$ cat src/hdl/hpsc_pkg.sv
package hpsc_pkg;

    // Register map
    localparam logic [11:0] HPSC_SLOT_ADDR = 12'h0D8;
    localparam int HPSC_ADDR_W = 12;

    // Control field positions
    localparam int HPSC_CTL_BTN_EN = 0;
    localparam int HPSC_CTL_PF_EN = 1;
    localparam int HPSC_CTL_LATCH_EN = 2;
    localparam int HPSC_CTL_PRES_EN = 3;
    localparam int HPSC_CTL_CMD_EN = 4;
    localparam int HPSC_CTL_HP_EN = 5;
    localparam int HPSC_CTL_ATT_LO = 6;
    localparam int HPSC_CTL_PWRIND_LO = 8;
    localparam int HPSC_CTL_PWR_OFF = 10;
    localparam int HPSC_CTL_INTERLOCK = 11;
    localparam int HPSC_CTL_DLL_EN = 12;

    // Status field positions
    localparam int HPSC_ST_BTN = 16;
    localparam int HPSC_ST_PF = 17;
    localparam int HPSC_ST_LATCH_CHG = 18;
    localparam int HPSC_ST_PRES_CHG = 19;
    localparam int HPSC_ST_CMD = 20;
    localparam int HPSC_ST_LATCH = 21;
    localparam int HPSC_ST_PRES = 22;
    localparam int HPSC_ST_DLL_CHG = 24;

    // Writable control bits 12:0, reserved 15:13 read zero
    localparam logic [15:0] HPSC_CTL_WMASK = 16'h1FFF;
    // Control reset: attention off (11), power indicator on (01)
    localparam logic [15:0] HPSC_CTL_RESET = 16'h01C0;
    localparam logic [31:0] HPSC_ZERO32 = 32'h0000_0000;

    // Indicator encodings
    localparam logic [1:0] HPSC_IND_RSVD = 2'h0;
    localparam logic [1:0] HPSC_IND_ON = 2'h1;
    localparam logic [1:0] HPSC_IND_BLINK = 2'h2;
    localparam logic [1:0] HPSC_IND_OFF = 2'h3;

    // Slot-side levels, all asynchronous to pclk
    typedef struct packed {
        logic button;         // Attention button pressed
        logic power_fault;    // Slot power fault
        logic retention_latch; // Latch sensor, 1 = opened
        logic presence;       // Card present
        logic link_active;    // Data link layer link active
        logic slot_impl;      // Port is wired to a slot
    } hpsc_pins_type;

    // Sense levels assumed while in reset: slot wired, everything else idle,
    // so the edge stage sees no false change when the first real samples arrive
    localparam hpsc_pins_type HPSC_PINS_IDLE = 6'h01;

    // Indicator message request
    typedef struct packed {
        logic valid;          // One-cycle send request
        logic [1:0] code;     // Indicator state to announce
    } hpsc_msg_type;

    // Bus answer state
    typedef enum logic [0:0] {
        HPSC_APB_WAIT = 1'b0,
        HPSC_APB_ANSWER = 1'b1
    } hpsc_apb_state_type;

endpackage

$ cat src/hdl/hpsc_slot_ctrl.sv
// Local design decision: the APB register port.
`timescale 1ns/1ps
module hpsc_slot_ctrl
    import hpsc_pkg::*;
(
    input wire logic pclk, // Bus clock, 10 MHz
    input wire logic presetn, // Asynchronous reset, active low
    input wire logic psel, // APB select
    input wire logic penable, // APB access phase
    input wire logic pwrite, // APB direction, 1 write
    input wire logic [HPSC_ADDR_W-1:0] paddr, // APB byte address
    input wire logic [31:0] pwdata, // APB write data
    input wire logic [3:0] pstrb, // APB write byte lanes
    output logic [31:0] prdata, // APB read data
    output logic pready, // APB ready
    output logic pslverr, // APB error, unmapped address
    input wire hpsc_pins_type slot_pins, // Slot sense lines
    output logic hp_irq, // Hot-plug interrupt request
    output logic [1:0] att_ind, // Attention indicator state
    output logic [1:0] pwr_ind, // Power indicator state
    output logic slot_power_off, // Slot power, 1 off
    output hpsc_msg_type att_msg, // Attention indicator message
    output hpsc_msg_type pwr_msg // Power indicator message
);

    // Address decode shared by read and write paths
    function automatic logic slot_hit(input logic [HPSC_ADDR_W-1:0] addr);
        slot_hit = (addr == HPSC_SLOT_ADDR);
    endfunction

    hpsc_pins_type sync1_reg, sync2_reg, prev_reg;
    hpsc_apb_state_type state_reg, state_next;
    logic [15:0] ctl_reg, ctl_next;
    logic [8:0] st_reg, st_next; // Status bits 24:16: sticky flags plus latch and presence levels
    logic [31:0] prdata_reg, prdata_next;
    logic pslverr_reg, pslverr_next;
    logic irq_reg, irq_next;
    logic cmd_pend_reg, cmd_pend_next;
    hpsc_msg_type att_msg_reg, att_msg_next, pwr_msg_reg, pwr_msg_next;
    logic wr_fire, pres_now, pres_prev;
    logic [31:0] wmask, rd_word;
    logic [8:0] set_ev, clr_ev;

    // Two-stage synchroniser, then an edge-reference stage
    always_ff @(posedge pclk or negedge presetn) begin
        if (!presetn) begin
            sync1_reg <= HPSC_PINS_IDLE; // Idle levels avoid a false change flag after reset
            sync2_reg <= HPSC_PINS_IDLE;
            prev_reg <= HPSC_PINS_IDLE;
        end else begin
            sync1_reg <= slot_pins;
            sync2_reg <= sync1_reg;
            prev_reg <= sync2_reg;
        end
    end

    // Byte-lane mask and the write that takes effect
    always_comb begin
        wmask = {{8{pstrb[3]}}, {8{pstrb[2]}}, {8{pstrb[1]}}, {8{pstrb[0]}}};
        wr_fire = psel && penable && pwrite && (state_reg == HPSC_APB_ANSWER) && slot_hit(paddr);
        pres_now = sync2_reg.presence || !sync2_reg.slot_impl;
        pres_prev = prev_reg.presence || !prev_reg.slot_impl;
    end

    // Event detection and software clears, indexed from bit 16
    always_comb begin
        set_ev = '0;
        clr_ev = '0;
        set_ev[HPSC_ST_BTN-16] = sync2_reg.button && !prev_reg.button;
        set_ev[HPSC_ST_PF-16] = sync2_reg.power_fault && !prev_reg.power_fault;
        set_ev[HPSC_ST_LATCH_CHG-16] = sync2_reg.retention_latch != prev_reg.retention_latch;
        set_ev[HPSC_ST_PRES_CHG-16] = pres_now != pres_prev;
        set_ev[HPSC_ST_CMD-16] = cmd_pend_reg;
        set_ev[HPSC_ST_DLL_CHG-16] = sync2_reg.link_active != prev_reg.link_active;
        if (wr_fire) begin
            clr_ev = pwdata[24:16] & wmask[24:16];
        end
        clr_ev[HPSC_ST_LATCH_CHG-16] = 1'b0;
        clr_ev[HPSC_ST_LATCH-16] = 1'b0;
        clr_ev[HPSC_ST_PRES-16] = 1'b0;
        clr_ev[23-16] = 1'b0;
    end

    // Control and status next values; set wins over clear
    always_comb begin
        ctl_next = ctl_reg;
        cmd_pend_next = 1'b0;
        att_msg_next = '0;
        pwr_msg_next = '0;
        if (wr_fire) begin
            ctl_next = (ctl_reg & ~(wmask[15:0] & HPSC_CTL_WMASK)) |
                (pwdata[15:0] & wmask[15:0] & HPSC_CTL_WMASK);
            cmd_pend_next = |pstrb[1:0]; // Controller finishes the command next cycle
            att_msg_next.valid = pstrb[0];
            att_msg_next.code = pwdata[HPSC_CTL_ATT_LO +: 2];
            pwr_msg_next.valid = pstrb[1];
            pwr_msg_next.code = pwdata[HPSC_CTL_PWRIND_LO +: 2];
        end
        st_next = (st_reg & ~clr_ev) | set_ev;
        st_next[HPSC_ST_LATCH-16] = sync2_reg.retention_latch;
        st_next[HPSC_ST_PRES-16] = pres_now;
        st_next[23-16] = 1'b0;
    end

    // Interrupt: any enabled flag, gated by the master enable
    always_comb begin
        irq_next = ctl_next[HPSC_CTL_HP_EN] && (
            (st_next[HPSC_ST_BTN-16] && ctl_next[HPSC_CTL_BTN_EN]) ||
            (st_next[HPSC_ST_PF-16] && ctl_next[HPSC_CTL_PF_EN]) ||
            (st_next[HPSC_ST_LATCH_CHG-16] && ctl_next[HPSC_CTL_LATCH_EN]) ||
            (st_next[HPSC_ST_PRES_CHG-16] && ctl_next[HPSC_CTL_PRES_EN]) ||
            (st_next[HPSC_ST_CMD-16] && ctl_next[HPSC_CTL_CMD_EN]) ||
            (st_next[HPSC_ST_DLL_CHG-16] && ctl_next[HPSC_CTL_DLL_EN]));
    end

    // Bus answer: one wait state, read data prepared in the first access cycle
    always_comb begin
        rd_word = {7'h00, st_reg, ctl_reg & HPSC_CTL_WMASK};
        state_next = HPSC_APB_WAIT;
        prdata_next = prdata_reg;
        pslverr_next = 1'b0;
        if (psel && penable && state_reg == HPSC_APB_WAIT) begin
            state_next = HPSC_APB_ANSWER;
            prdata_next = (!pwrite && slot_hit(paddr)) ? rd_word : HPSC_ZERO32;
            pslverr_next = !slot_hit(paddr);
        end
    end

    // Register all state
    always_ff @(posedge pclk or negedge presetn) begin
        if (!presetn) begin
            state_reg <= HPSC_APB_WAIT;
            ctl_reg <= HPSC_CTL_RESET;
            st_reg <= '0;
            prdata_reg <= HPSC_ZERO32;
            pslverr_reg <= 1'b0;
            irq_reg <= 1'b0;
            cmd_pend_reg <= 1'b0;
            att_msg_reg <= '0;
            pwr_msg_reg <= '0;
        end else begin
            state_reg <= state_next;
            ctl_reg <= ctl_next;
            st_reg <= st_next;
            prdata_reg <= prdata_next;
            pslverr_reg <= pslverr_next;
            irq_reg <= irq_next;
            cmd_pend_reg <= cmd_pend_next;
            att_msg_reg <= att_msg_next;
            pwr_msg_reg <= pwr_msg_next;
        end
    end

    // Outputs straight from flops
    assign prdata = prdata_reg;
    assign pready = (state_reg == HPSC_APB_ANSWER);
    assign pslverr = pslverr_reg;
    assign hp_irq = irq_reg;
    assign att_ind = ctl_reg[HPSC_CTL_ATT_LO +: 2];
    assign pwr_ind = ctl_reg[HPSC_CTL_PWRIND_LO +: 2];
    assign slot_power_off = ctl_reg[HPSC_CTL_PWR_OFF];
    assign att_msg = att_msg_reg;
    assign pwr_msg = pwr_msg_reg;

endmodule

$ cat config.mk
export PLATFORM = sky130hd
export DESIGN_NAME = hpsc_slot_ctrl
export DESIGN_NICKNAME = d
export VERILOG_FILES = /design/src/hdl/hpsc_pkg.sv /design/src/hdl/hpsc_slot_ctrl.sv
export SDC_FILE = /design/constraint.sdc
export NUM_CORES = 1
export LEC_CHECK = 0
export CORE_MARGIN = 2
export CORE_UTILIZATION = 30
export DETAILED_ROUTE_END_ITERATION = 6
export DONT_BUFFER_PORTS = 1
export HOLD_SLACK_MARGIN = 0.02
export PLACE_DENSITY = 0.46
export SLEW_MARGIN = 20
export SYNTH_ARGS = -nofsm -noshare
export SYNTH_HDL_FRONTEND = slang
export SYNTH_SLANG_ARGS = --single-unit
$ cat constraint.sdc
create_clock -name pclk -period 5.13 [get_ports pclk]
set_input_delay 0.2565 -clock pclk [delete_from_list [all_inputs] [get_ports pclk]]
set_output_delay 0.2565 -clock pclk [all_outputs]
set_load 0.02 [all_outputs]
Word level (Yosys, flattened, before mapping)
Index checks and enable logic that the tools add are counted.
{"block": "word_totals", "reg_bits": 84, "input_bits": 59, "output_inout_bits": 46}
{"block": "classes", "n_eq_ne": 4, "muxes": 8, "bitwise_logic": 9, "reduce_logical": 29}
{"op": "two-way mux 25 bit", "n": 1}
{"op": "AND 9 bit", "n": 2}
{"op": "AND 16 bit", "n": 1}
{"op": "NOT 13 -> 16 bit", "n": 1}
{"op": "OR 16 x 13 -> 16 bit", "n": 1}
{"op": "logical AND 1 bit", "n": 15}
{"op": "AND 13 bit", "n": 1}
{"op": "two-way mux 13 bit", "n": 1}
{"op": "equality test 12 x 8 -> 1 bit, second input constant", "n": 1}
{"op": "two-way mux 9 bit", "n": 1}
{"op": "NOT 9 bit", "n": 1}
{"op": "OR 9 bit", "n": 1}
{"op": "logical OR 1 bit", "n": 7}
{"op": "zero test 1 bit", "n": 6}
{"op": "two-way mux 3 bit", "n": 2}
{"op": "two-way mux 1 bit", "n": 3}
{"op": "!= test 1 bit", "n": 3}
{"op": "OR reduction 2 bit", "n": 1}
{"op": "NOT 1 bit", "n": 1}

Depth between registers and ports, before layout
Gate-level depths: netlist of run 1.
{"block": "depth", "ltp_word": 15, "depth_mapped": 7, "ltp_nobuf": 6}

Worst setup path after synthesis of run 1
Ideal clock, no wire load.
{"block": "synth_path", "path_type": "input-to-reg", "from": "input port paddr[1]", "to": "register irq_reg, in the netlist hp_irq", "setup_ns": 0.142, "arrival_time_ns": 1.783, "required_ns": 4.988, "slack_ns": 3.205, "path_stages": 7, "path_buffers": 1, "path_cell_list": "nor4b_4 and3_2 nor2b_1 buf_6 mux2_1 a222oi_1 a41oi_1"}
{"item": "start: declaration", "line": "hpsc_slot_ctrl.sv:11", "source": "input wire logic [HPSC_ADDR_W-1:0] paddr,"}
{"item": "equality test 12 x 8 -> 1 bit", "line": "hpsc_slot_ctrl.sv:28", "source": "slot_hit = (addr == HPSC_SLOT_ADDR);"}
{"item": "logical AND 1 bit", "line": "hpsc_slot_ctrl.sv:60", "source": "wr_fire = psel && penable && pwrite && (state_reg == HPSC_APB_ANSWER) && slot_hit(paddr);"}
{"item": "two-way mux 13 bit", "line": "hpsc_slot_ctrl.sv:90", "source": "if (wr_fire) begin"}
{"item": "named net ctl_next[4]", "line": "hpsc_slot_ctrl.sv:33", "source": "logic [15:0] ctl_reg, ctl_next;"}
{"item": "logical AND 1 bit", "line": "hpsc_slot_ctrl.sv:112", "source": "(st_next[HPSC_ST_CMD-16] && ctl_next[HPSC_CTL_CMD_EN]) ||"}
{"item": "logical OR 1 bit", "line": "hpsc_slot_ctrl.sv:111", "source": "(st_next[HPSC_ST_PRES_CHG-16] && ctl_next[HPSC_CTL_PRES_EN]) ||"}
{"item": "logical OR 1 bit", "line": "hpsc_slot_ctrl.sv:112"}
{"item": "logical AND 1 bit", "line": "hpsc_slot_ctrl.sv:107", "source": "irq_next = ctl_next[HPSC_CTL_HP_EN] && ("}
{"item": "named net irq_next", "line": "hpsc_slot_ctrl.sv:37", "source": "logic irq_reg, irq_next;"}
{"item": "end signal: assignment", "line": "hpsc_slot_ctrl.sv:147", "source": "irq_reg <= irq_next;"}
{"item": "end: declaration", "line": "hpsc_slot_ctrl.sv:37"}
The timed path passes the listed nets, and every way through them passes these cells.
A chain may end at the register's enable or synchronous reset.

Worst setup path in the final report of run 1
{"block": "layout_path", "from": "register state_reg, in the netlist pready", "to": "register irq_reg, in the netlist hp_irq"}
{"item": "start: declaration", "line": "hpsc_slot_ctrl.sv:32", "source": "hpsc_apb_state_type state_reg, state_next;"}
{"item": "start signal: assignment", "line": "hpsc_slot_ctrl.sv:142", "source": "state_reg <= state_next;"}
{"item": "logical AND 1 bit (2 in series)", "line": "hpsc_slot_ctrl.sv:60"}
{"item": "two-way mux 13 bit", "line": "hpsc_slot_ctrl.sv:90"}
{"item": "named net ctl_next[12]", "line": "hpsc_slot_ctrl.sv:33"}
{"item": "logical AND 1 bit", "line": "hpsc_slot_ctrl.sv:113", "source": "(st_next[HPSC_ST_DLL_CHG-16] && ctl_next[HPSC_CTL_DLL_EN]));"}
{"item": "logical OR 1 bit", "line": "hpsc_slot_ctrl.sv:112"}
{"item": "logical AND 1 bit", "line": "hpsc_slot_ctrl.sv:107"}
{"item": "named net irq_next", "line": "hpsc_slot_ctrl.sv:37"}
The timed path passes the listed nets, and every way through them passes these cells.

==> reports/metrics.yaml, run 1 <==
outcome:
  run_status: "finished clean"
floorplan:
  io-pin-count: 105
  die_width_um: 96.20
  die-height_um: 96.20
  full_die_area_mm2: 0.009253
  row_count: 33
  core_area_mm2: 0.008217
  initial_utilization: 0.3103
power:
  leakagePower_nw: 1.367
  max-vdd-ir-drop_mv: 0.1062
  internal-power_uw: 847.7
  power_density_of_the_placed_cells_mw_per_mm2: 367.8
  power.total_mw: 1.071
  p_comb_frac: 0.033
  clk_network_pwr_share: 0.446
  sw_frac: 0.2085
  power_frac_seq: 0.521
  switchingPower_uw: 223.3
placement:
  place_worst_setup_slack_ps: 2604
  globalplace.congestion: 0.6771
  detailed_place_hpwl_mm: 3.680
  buffer_ports.inserted: 0
  dp_cells: 269
  dpl-instance-area_mm2: 0.002589
critical_path:
  crit_fanout: 10
  worst_path_most_repeated_cell: "and4_1"
  criticalPathCategory: "flip-flop to flip-flop"
  end_kind: "flip-flop"
  critPathRequiredTime_ps: 5330
  ff2ff_setup_slack_ps: 2650
  crit_slowest_cell: "and4_1"
  critPathLaunchType: "flip-flop"
  critPathArrivalTime_ps: 2680
  crit_chain: "and4_1 -> and4_1 -> nand2_4 -> mux2_4 -> a222oi_1 -> a41oi_1"
  crit_path_max_incr_delay_ps: 590
layout:
  flow.area_growth_from_synthesis_pct: 14.18
  mostFrequentLayoutCells: "dfrtp_1 (63), a22o_1 (23), conb_1 (11)"
  drive_gt1_frac: 0.2340
  layout.cells.most_common: "dfrtp_1"
  antennaDiodeCount: 0
  largest_register_ff_count: 21
  final_cell_count_no_fill: 293
  stdcell_area_mm2: 0.002912
  finalCoreUtilization: 0.3543
  num-nets-final: 243
global_route:
  grt_max_degree: 70
  antenna_violations_before_repair: 0
  grt_util_all_layers: 0.1250
  grt_first_pass_wirelength_mm: 8.162
  grt_pass1_vias: 1493
  grt-ovfl-total: 0
timing:
  setup_violations: 0
  setup_tns_ps: 0
  rsz0062_at_grt: "no"
  finClkSkew_ps: 4.604
  final_max_slew_viol_count: 0
  period_needed_ps: 2476
  maxSlewHeadroom: 0.6005
  final_hold_viol_count: 0
  worstMarginPinSlew_ps: 599.3
  fin_ws_ps: 2654
  hold_slack_ps: 58.99
  fin_crit_sh: 0.4827
  achievable-frequency_mhz: 403.8
route:
  detail_route.iter0.violations: 96
  detail_route.wl_per_cell_um: 18.75
  post_detailed_route_drc_marker_count: 0
  avgViaCountPerCell: 4.580
  drt_first_pass_iters: 4
  totalWireLength_mm: 5.495
  routed-via-count: 1342
  route.antenna.remaining_nets: 0
clock_tree:
  cts.sink_count: 69
  postCtsSetupRepairBufs: 0
  cts_made_buffers: 9
  cts_tree: "yes"
  clk_pin_slew_worst_paths_ps: 70
  root_buffer: "clkbuf_8"
  cts.path.max_buffers: 2
  clkLatencyLatePin_ps: 330
  total_number_of_h_tree_levels: 3
synthesis:
  netlist_instances: 173
  synth.distinct_cells: 33
  synthDominantCellAreaShare: 0.6183
  synth.largest_area_cell: "dfrtp_1"
  yosys_synthesis_warning_count: 0
  async_reset_ff_frac: 1.000
  flops_latches_synth: 69
  seq_area_frac_synth: 0.6801
  synth_edf_count: 0
  synth_area_leaders: "dfrtp_1 (62%), a22o_1 (7.9%), dfstp_2 (6.2%)"
  syn_area_mm2: 0.002550
  flip_flop_cell_with_the_highest_count_after_synthesis: "dfrtp_1"
  synth.avg_cell_area_um2: 14.74
run:
  drv_cap: 0
hold_path:
  hold_path.class: "input pin to flip-flop"
[cell families after synthesis]
kind of cell              count (synthesis)  share of synthesized area
buffers and inverters                    25                    0.06477
other                                     1                   0.001471
DFF                                      69                     0.6801
xor gates and xnor gates                  3                    0.01031
muxes                                    12                    0.05397
AOI/OAI and AO/OA                        30                    0.09961
and+or+nand+nor                          33                    0.08980
[critical path, delay by kind of cell, from the launching register on]
family / cells / cell delay, ps
AND/OR/NAND/NOR: 3 / 1040
AO/OA/AOI/OAI: 2 / 490
flip-flops: 1 / 470
multiplexers: 1 / 340
[synth_stat cells (2+ instances only)]
master	instances
o21ai_0	2
mux2_2	9
and4_1	2
and2_2	4
dfstp_2	6
nor2b_1	2
nand2b_1	3
inv_1	4
buf_6	2
clkbuf_1	4
nand2_1	7
dfrtp_1	63
nor2_1	2
a21o_1	2
a22o_1	23
nand3_1	6
buf_4	15
xnor2_1	2
[layout make-up]
type,count,area [um2]
Fill cell,781,5305
Sequential cell,69,1734
Multi-Input combinational cell,89,693.2
Clock buffer,11,141.4
Tap cell,105,131.4
Timing Repair Buffer,11,123.9
Clock inverter,4,72.57
Inverter,4,15.01
[final timing paths]
kind | end | depth (start not counted) | startpoint
setup / recovery | hp_irq$_DFF_PN0_ | 6 | pready$_DFF_PN0_
hold / removal | att_msg[1]$_DFF_PN0_ | 1 | pwdata[7]
setup reg to reg | hp_irq$_DFF_PN0_ | 6 | pready$_DFF_PN0_
hold reg to reg | sync2_reg[1]$_DFF_PN0_ | 0 | sync1_reg[1]$_DFF_PN0_
max in group asynchronous | async pin | 2 | presetn
min in group asynchronous | prev_reg[2]$_DFF_PN0_ | 2 | presetn
[layer usage]
metal  wire, um  vias up  part of all wire  global-route usage
li1           -      601                 -                   -
met1       2160      668              0.39              0.1508
met2       2755       63              0.50              0.1950
met3        453       10             0.082             0.03915
met4        125        0             0.023             0.07500
met5          0        -                 0                   0
[power by group through the flow]
| stage | Clock, mW | Sequential (mW) | Combinational (mW) |
|---|---|---|---|
| finish | 0.478 | 0.558 | 0.0352 |
| global route | 0.521 | 0.558 | 0.0396 |
| CTS | 0.495 | 0.558 | 0.0354 |
| detailed placement | 0 | 0.568 | 0.0174 |
| global placement | 0 | 0.568 | 0.0169 |
| floorplan | 0 | 0.567 | 0.0216 |
[timing repair]
action,4_1_cts,5_1_grt
resized for setup,0,0
hold buffers,8,0
endpoints found under the hold margin,75,0
Note: power is estimated with default switching activity, not from simulation.
==> run 2: changes to the inputs <==
Settings changed: PLACE_DENSITY 0.46 to 0.47.
Clock period 5.13 ns to 2.15 ns, I/O delays scaled along.
==> run 2 against run 1 <==
Against the previous run: critical path depth increased by 1; worst hold slack got worse by 31 ps; largest power group unchanged; sequential share of layout area down 5.2 points; sequential power increased by 140%; power is 150% higher; die area did not move; cell area up 9.5%; critical endpoint unchanged; global-route usage increased by 0.083 points; largest cell class unchanged.
==> reports/metrics.yaml, run 2 (synthesis gave the netlist of run 1 again) <==
floorplan:
  die_width_um: 96.20  # unchanged
  io-pin-count: 105  # unchanged
  die-height_um: 96.20  # unchanged
  full_die_area_mm2: 0.009253  # unchanged
  core_area_mm2: 0.008217  # unchanged
  initial_utilization: 0.3103  # unchanged
  row_count: 33  # unchanged
layout:
  drive_gt1_frac: 0.2581  # was 0.2340
  largest_register_ff_count: 21  # unchanged
  flow.area_growth_from_synthesis_pct: 25.07  # was 14.18%
  layout.cells.most_common: "dfrtp_1"  # unchanged
  mostFrequentLayoutCells: "dfrtp_1 (63), dlygate4sd3_1 (25), a22o_1 (23)"  # was dfrtp_1 (63), a22o_1 (23), conb_1 (11)
  antennaDiodeCount: 0  # unchanged
  num-nets-final: 271  # was 243
critical_path:
  logic_depth_of_the_worst_path_buffers_included: 7  # was 6
  rr_startpoint: "pready$_DFF_PN0_"  # unchanged
  crit_slowest_cell: "a222oi_1"  # was and4_1
  critPathLaunchType: "flip-flop"  # unchanged
  crit_chain: "and4_1 -> nand2_1 -> nor2b_1 -> buf_4 -> mux2_1 -> a222oi_1 -> a41oi_1"  # was and4_1 -> and4_1 -> nand2_4 -> mux2_4 -> a222oi_1 -> a41oi_1
  crit_family: "compound AO/OA/AOI/OAI gates"  # was simple AND/OR/NAND/NOR gates
  worst-r2r-cell-count: 7  # was 6
  crit_path_max_incr_delay_ps: 450  # was 590 ps
  ff2ff_setup_slack_ps: 90  # was 2650 ps
  worst_setup_path_endpoint: "hp_irq$_DFF_PN0_"  # unchanged
  end_kind: "flip-flop"  # unchanged
  critPathRequiredTime_ps: 2350  # was 5330 ps
  cp.buffers_inverters: 1  # was 0
  r2r_end: "hp_irq$_DFF_PN0_"  # unchanged
  crit_fanout: 4  # was 10
  critPathArrivalTime_ps: 2260  # was 2680 ps
  criticalPathCategory: "flip-flop to flip-flop"  # unchanged
  launching_element_of_the_worst_setup_path: "pready$_DFF_PN0_"  # unchanged
outcome:
  run_status: "finished clean"  # unchanged
route:
  route.antenna.remaining_nets: 0  # unchanged
  detail_route.iter0.violations: 94  # was 96
  routed-via-count: 1473  # was 1,342
  post_detailed_route_drc_marker_count: 0  # unchanged
  avgViaCountPerCell: 4.575  # was 4.580
  drt_first_pass_iters: 4  # unchanged
  totalWireLength_mm: 5.641  # was 5.495 mm
  detail_route.wl_per_cell_um: 17.52  # was 18.75 um
clock_tree:
  total_number_of_h_tree_levels: 3  # unchanged
  clk_pin_slew_worst_paths_ps: 70  # about the same
  root_buffer: "clkbuf_8"  # unchanged
  cts_tree: "yes"  # unchanged
  cts_made_buffers: 9  # unchanged
  cts.sink_count: 69  # unchanged
  postCtsSetupRepairBufs: 0  # unchanged
  clkLatencyLatePin_ps: 340  # was 330 ps
  cts.path.max_buffers: 2  # unchanged
placement:
  detailed_place_hpwl_mm: 3.921  # was 3.680 mm
  buffer_ports.inserted: 0  # unchanged
  globalplace.congestion: 0.7753  # was 0.6771
  place_worst_setup_slack_ps: 157.5  # was 2604 ps
timing:
  fin_crit_sh: 0.9573  # was 0.4827
  period_needed_ps: 2058  # was 2476 ps
  achievable-frequency_mhz: 485.9  # was 403.8 MHz
  final_hold_viol_count: 0  # unchanged
  fin_ws_ps: 91.76  # was 2654 ps
  final_max_slew_viol_count: 0  # unchanged
  finClkSkew_ps: 5.852  # was 4.604 ps
  setup_violations: 0  # unchanged
  setup_tns_ps: 0  # unchanged
  rsz0062_at_grt: "no"  # unchanged
  hold_slack_ps: 27.51  # was 58.99 ps
global_route:
  grt_first_pass_wirelength_mm: 8.418  # was 8.162 mm
  grt_pass1_vias: 1586  # was 1,493
  antenna_violations_before_repair: 0  # unchanged
  grt_util_all_layers: 0.1259  # was 0.1250
  grt_util_met2: 0.2014  # was 0.1950
  met3_usage: 0.04620  # was 0.03915
  grt.met1_usage: 0.1513  # was 0.1508
  grt_max_degree: 70  # unchanged
  grt-busiest-layer: "met2"  # unchanged
  grt-ovfl-total: 0  # unchanged
power:
  leakagePower_nw: 1.502  # was 1.367 nW
  power.total_mw: 2.628  # was 1.071 mW
  max-vdd-ir-drop_mv: 0.2876  # was 0.1062 mV
  power_density_of_the_placed_cells_mw_per_mm2: 824.1  # was 367.8 mW/mm2
hold_path:
  hold_path.class: "input pin to flip-flop"  # unchanged
run:
  drv_cap: 0  # unchanged
==> run 2: where the power goes <==
part           leakage, nW  switching (mW)  total, mW  internal (mW)
Clock                0.116           0.472       1.19          0.713
Combinational        0.509          0.0670      0.114         0.0467
Sequential           0.877         0.00944       1.33           1.32
==> run 2: worst min-delay path by stage <==
stage,endpoint,cells after the start,from
final,st_reg[4]$_DFF_PN0_,2,pwdata[20]
after global routing,st_reg[3]$_DFF_PN0_,2,pwdata[19]
after CTS,att_msg[2]$_DFF_PN0_,3,paddr[10]
after detailed placement,prdata[21]$_DFFE_PN0P_,0,presetn
after global placement,sync1_reg[3]$_DFF_PN0_,0,presetn
after floorplan,async pin,0,presetn
==> run 2: metal layers <==
layer | vias up | share of wire
li1 | 662 | -
met1 | 736 | 0.40
met2 | 66 | 0.49
met3 | 9 | 0.089
met4 | 0 | 0.018
met5 | - | 0
==> run 2: area by class of cell <==
type / instances / area [um2]
fillers: 763 / 5027
flip-flops and latches: 69 / 1734
multi-input cells: 89 / 695.7
repair buffers: 39 / 387.9
clock buffers: 12 / 155.1
well taps: 105 / 131.4
clock inverters: 4 / 70.07
inverters: 4 / 15.01
==> run 2: through the flow <==
step	utilization	cells	area, um2
2_1_floorplan	-	183	2587
3_3_place_gp	0.3266	280	2684
3_5_place_dp	0.3266	280	2684
4_1_cts	0.3878	322	3187
5_1_grt	0.3882	322	3189
6_report	0.3882	322	3189
==> run 2: repair_timing <==
| item | CTS | global route |
|---|---|---|
| hold buffers | 26 | 0 |
| endpoints found under the hold margin | 97 | 0 |
| endpoints found under the setup margin | 0 | 1 |
| gates resized for setup | 0 | 1 |
==> run 3: changes to the inputs <==
Settings changed: PLACE_DENSITY 0.47 to 0.46.
Clock period 2.15 ns to 2.3 ns, I/O delays scaled along.
==> run 3 against run 2 <==
Against the previous run: clock power is 5% lower; cell area is 0.24% lower; first-iteration DRC count decreased by 21%; critical path depth unchanged; utilization decreased by 0.091 points; power fell by 5.6%; maximum frequency increased by 2.7%; clock skew increased by 6.2 ps; flip-flop and latch count unchanged.
==> reports/metrics.yaml, run 3 (synthesis gave the netlist of run 1 again) <==
route:
  routed-via-count: 1470  # was 1,473
  detail_route.wl_per_cell_um: 17.95  # was 17.52 um
  post_detailed_route_drc_marker_count: 0  # unchanged
  drt_first_pass_iters: 4  # unchanged
  totalWireLength_mm: 5.745  # was 5.641 mm
  detail_route.iter0.violations: 74  # was 94
  route.antenna.remaining_nets: 0  # unchanged
  avgViaCountPerCell: 4.594  # was 4.575
layout:
  antennaDiodeCount: 0  # unchanged
  drive_gt1_frac: 0.2465  # was 0.2581
  num-nets-final: 269  # was 271
  largest_register_ff_count: 21  # unchanged
  flow.area_growth_from_synthesis_pct: 24.78  # was 25.07%
  finalCoreUtilization: 0.3872  # was 0.3882
  layout.cells.most_common: "dfrtp_1"  # unchanged
  mostFrequentLayoutCells: "dfrtp_1 (63), dlygate4sd3_1 (26), a22o_1 (23)"  # was dfrtp_1 (63), dlygate4sd3_1 (25), a22o_1 (23)
hold_path:
  hold_path.startpoint: "pwdata[17]"  # was pwdata[20]
  hold-path-cell-count: 3  # was 2
  worst_hold_path.endpoint: "st_reg[1]$_DFF_PN0_"  # was st_reg[4]$_DFF_PN0_
  hold_path.class: "input pin to flip-flop"  # unchanged
clock_tree:
  cts.sink_count: 69  # unchanged
  cts.path.max_buffers: 2  # unchanged
  cts-hold-fix-buffers: 26  # unchanged
  cts_tree: "yes"  # unchanged
  cts_repair_resize_count: 0  # unchanged
  root_buffer: "clkbuf_8"  # unchanged
  clkLatencyLatePin_ps: 340  # about the same
  postCtsSetupRepairBufs: 0  # unchanged
  cts_made_buffers: 9  # unchanged
  total_number_of_h_tree_levels: 3  # unchanged
  clk_pin_slew_worst_paths_ps: 80  # was 70 ps
floorplan:
  io-pin-count: 105  # unchanged
  die-height_um: 96.20  # unchanged
  initial_utilization: 0.3103  # unchanged
  full_die_area_mm2: 0.009253  # unchanged
  die_width_um: 96.20  # unchanged
  row_count: 33  # unchanged
  core_area_mm2: 0.008217  # unchanged
global_route:
  grt_pass1_vias: 1616  # was 1,586
  grt_first_pass_wirelength_mm: 8.832  # was 8.418 mm
  grt_util_all_layers: 0.1334  # was 0.1259
  grt_max_degree: 70  # unchanged
  grt-ovfl-total: 0  # unchanged
  antenna_violations_before_repair: 0  # unchanged
timing:
  achievable-frequency_mhz: 499.1  # was 485.9 MHz
  fin_crit_sh: 0.8712  # was 0.9573
  final_hold_viol_count: 0  # unchanged
  period_needed_ps: 2004  # was 2058 ps
  final_max_slew_viol_count: 0  # unchanged
  finClkSkew_ps: 12.07  # was 5.852 ps
  rsz0062_at_grt: "no"  # unchanged
  setup_violations: 0  # unchanged
  setup_tns_ps: 0  # unchanged
critical_path:
  critPathArrivalTime_ps: 2220  # was 2260 ps
  crit_fanout: 4  # unchanged
  worst-r2r-cell-count: 7  # unchanged
  crit_family: "simple AND/OR/NAND/NOR gates"  # was compound AO/OA/AOI/OAI gates
  crit_slowest_cell: "a222oi_1"  # unchanged
  critPathRequiredTime_ps: 2510  # was 2350 ps
  rr_startpoint: "pready$_DFF_PN0_"  # unchanged
  crit_path_max_incr_delay_ps: 360  # was 450 ps
  crit_chain: "and4_1 -> nand2_1 -> nor2b_1 -> buf_4 -> mux2_1 -> a222oi_1 -> a41oi_1"  # unchanged
  criticalPathCategory: "flip-flop to flip-flop"  # unchanged
  ff2ff_setup_slack_ps: 300  # was 90 ps
  cp.buffers_inverters: 1  # unchanged
  critPathLaunchType: "flip-flop"  # unchanged
  end_kind: "flip-flop"  # unchanged
  r2r_end: "hp_irq$_DFF_PN0_"  # unchanged
placement:
  buffer_ports.inserted: 0  # unchanged
  detailed_place_hpwl_mm: 3.942  # was 3.921 mm
  globalplace.congestion: 0.7151  # was 0.7753
power:
  max-vdd-ir-drop_mv: 0.2245  # was 0.2876 mV
  leakagePower_nw: 1.492  # was 1.502 nW
  power_density_of_the_placed_cells_mw_per_mm2: 779.6  # was 824.1 mW/mm2
outcome:
  run_status: "finished clean"  # unchanged
run:
  drv_cap: 0  # unchanged
-- run 3: power by group --
group	internal [mW]	switching (mW)
clock	0.672	0.460
combinational	0.0446	0.0622
sequential	1.23	0.00861
total	1.95	0.531
-- run 3: worst max path at each step --
| stage | start | to | cells after the start |
|---|---|---|---|
| after floorplan | pready$_DFF_PN0_ | hp_irq$_DFF_PN0_ | 7 |
| after global placement | pready$_DFF_PN0_ | hp_irq$_DFF_PN0_ | 7 |
| after detailed placement | pready$_DFF_PN0_ | hp_irq$_DFF_PN0_ | 7 |
| after CTS | pready$_DFF_PN0_ | hp_irq$_DFF_PN0_ | 7 |
| after global routing | pready$_DFF_PN0_ | hp_irq$_DFF_PN0_ | 7 |
| final | pready$_DFF_PN0_ | hp_irq$_DFF_PN0_ | 7 |
-- run 3: layout make-up --
| cell class | instances | area (um2) |
|---|---|---|
| fillers | 779 | 5035 |
| flip-flops and latches | 69 | 1734 |
| multi-input cells | 89 | 693.2 |
| repair buffers | 37 | 375.4 |
| clock buffers | 11 | 151.4 |
| well taps | 105 | 131.4 |
| clock inverters | 5 | 81.33 |
| inverters | 4 | 15.01 |
-- run 3: worst reg2reg max path: cells and delay by family (launching register included) --
kind                   cells  cell delay [ps]
AO/OA/AOI/OAI              2              520
buffers and inverters      1              150
flip-flops                 1              350
multiplexers               1              340
AND/OR/NAND/NOR            3              520
-- run 3: metal layers --
layer	track usage	share of wire	vias up
met5	0	0	-
met4	0.07143	0.022	0
met3	0.03994	0.079	9
met2	0.2095	0.49	57
met1	0.1645	0.41	745
li1	-	-	659
-- run 3: through the flow --
| stage | instance area (um2) | instances | power (mW) | hold WS (ps) | worst slack, ps |
|---|---|---|---|---|---|
| 2_1_floorplan | 2587 | 183 | 1.313 | -180.6 | 380.1 |
| 3_3_place_gp | 2661 | 277 | 1.307 | -178.1 | 313.8 |
| 3_5_place_dp | 2661 | 277 | 1.309 | -178.7 | 270.3 |
| 4_1_cts | 3172 | 319 | 2.518 | 26.54 | 258.5 |
| 5_1_grt | 3182 | 320 | 2.584 | 25.67 | 39.45 |
| 6_report | 3182 | 320 | 2.481 | 23.72 | 296.3 |
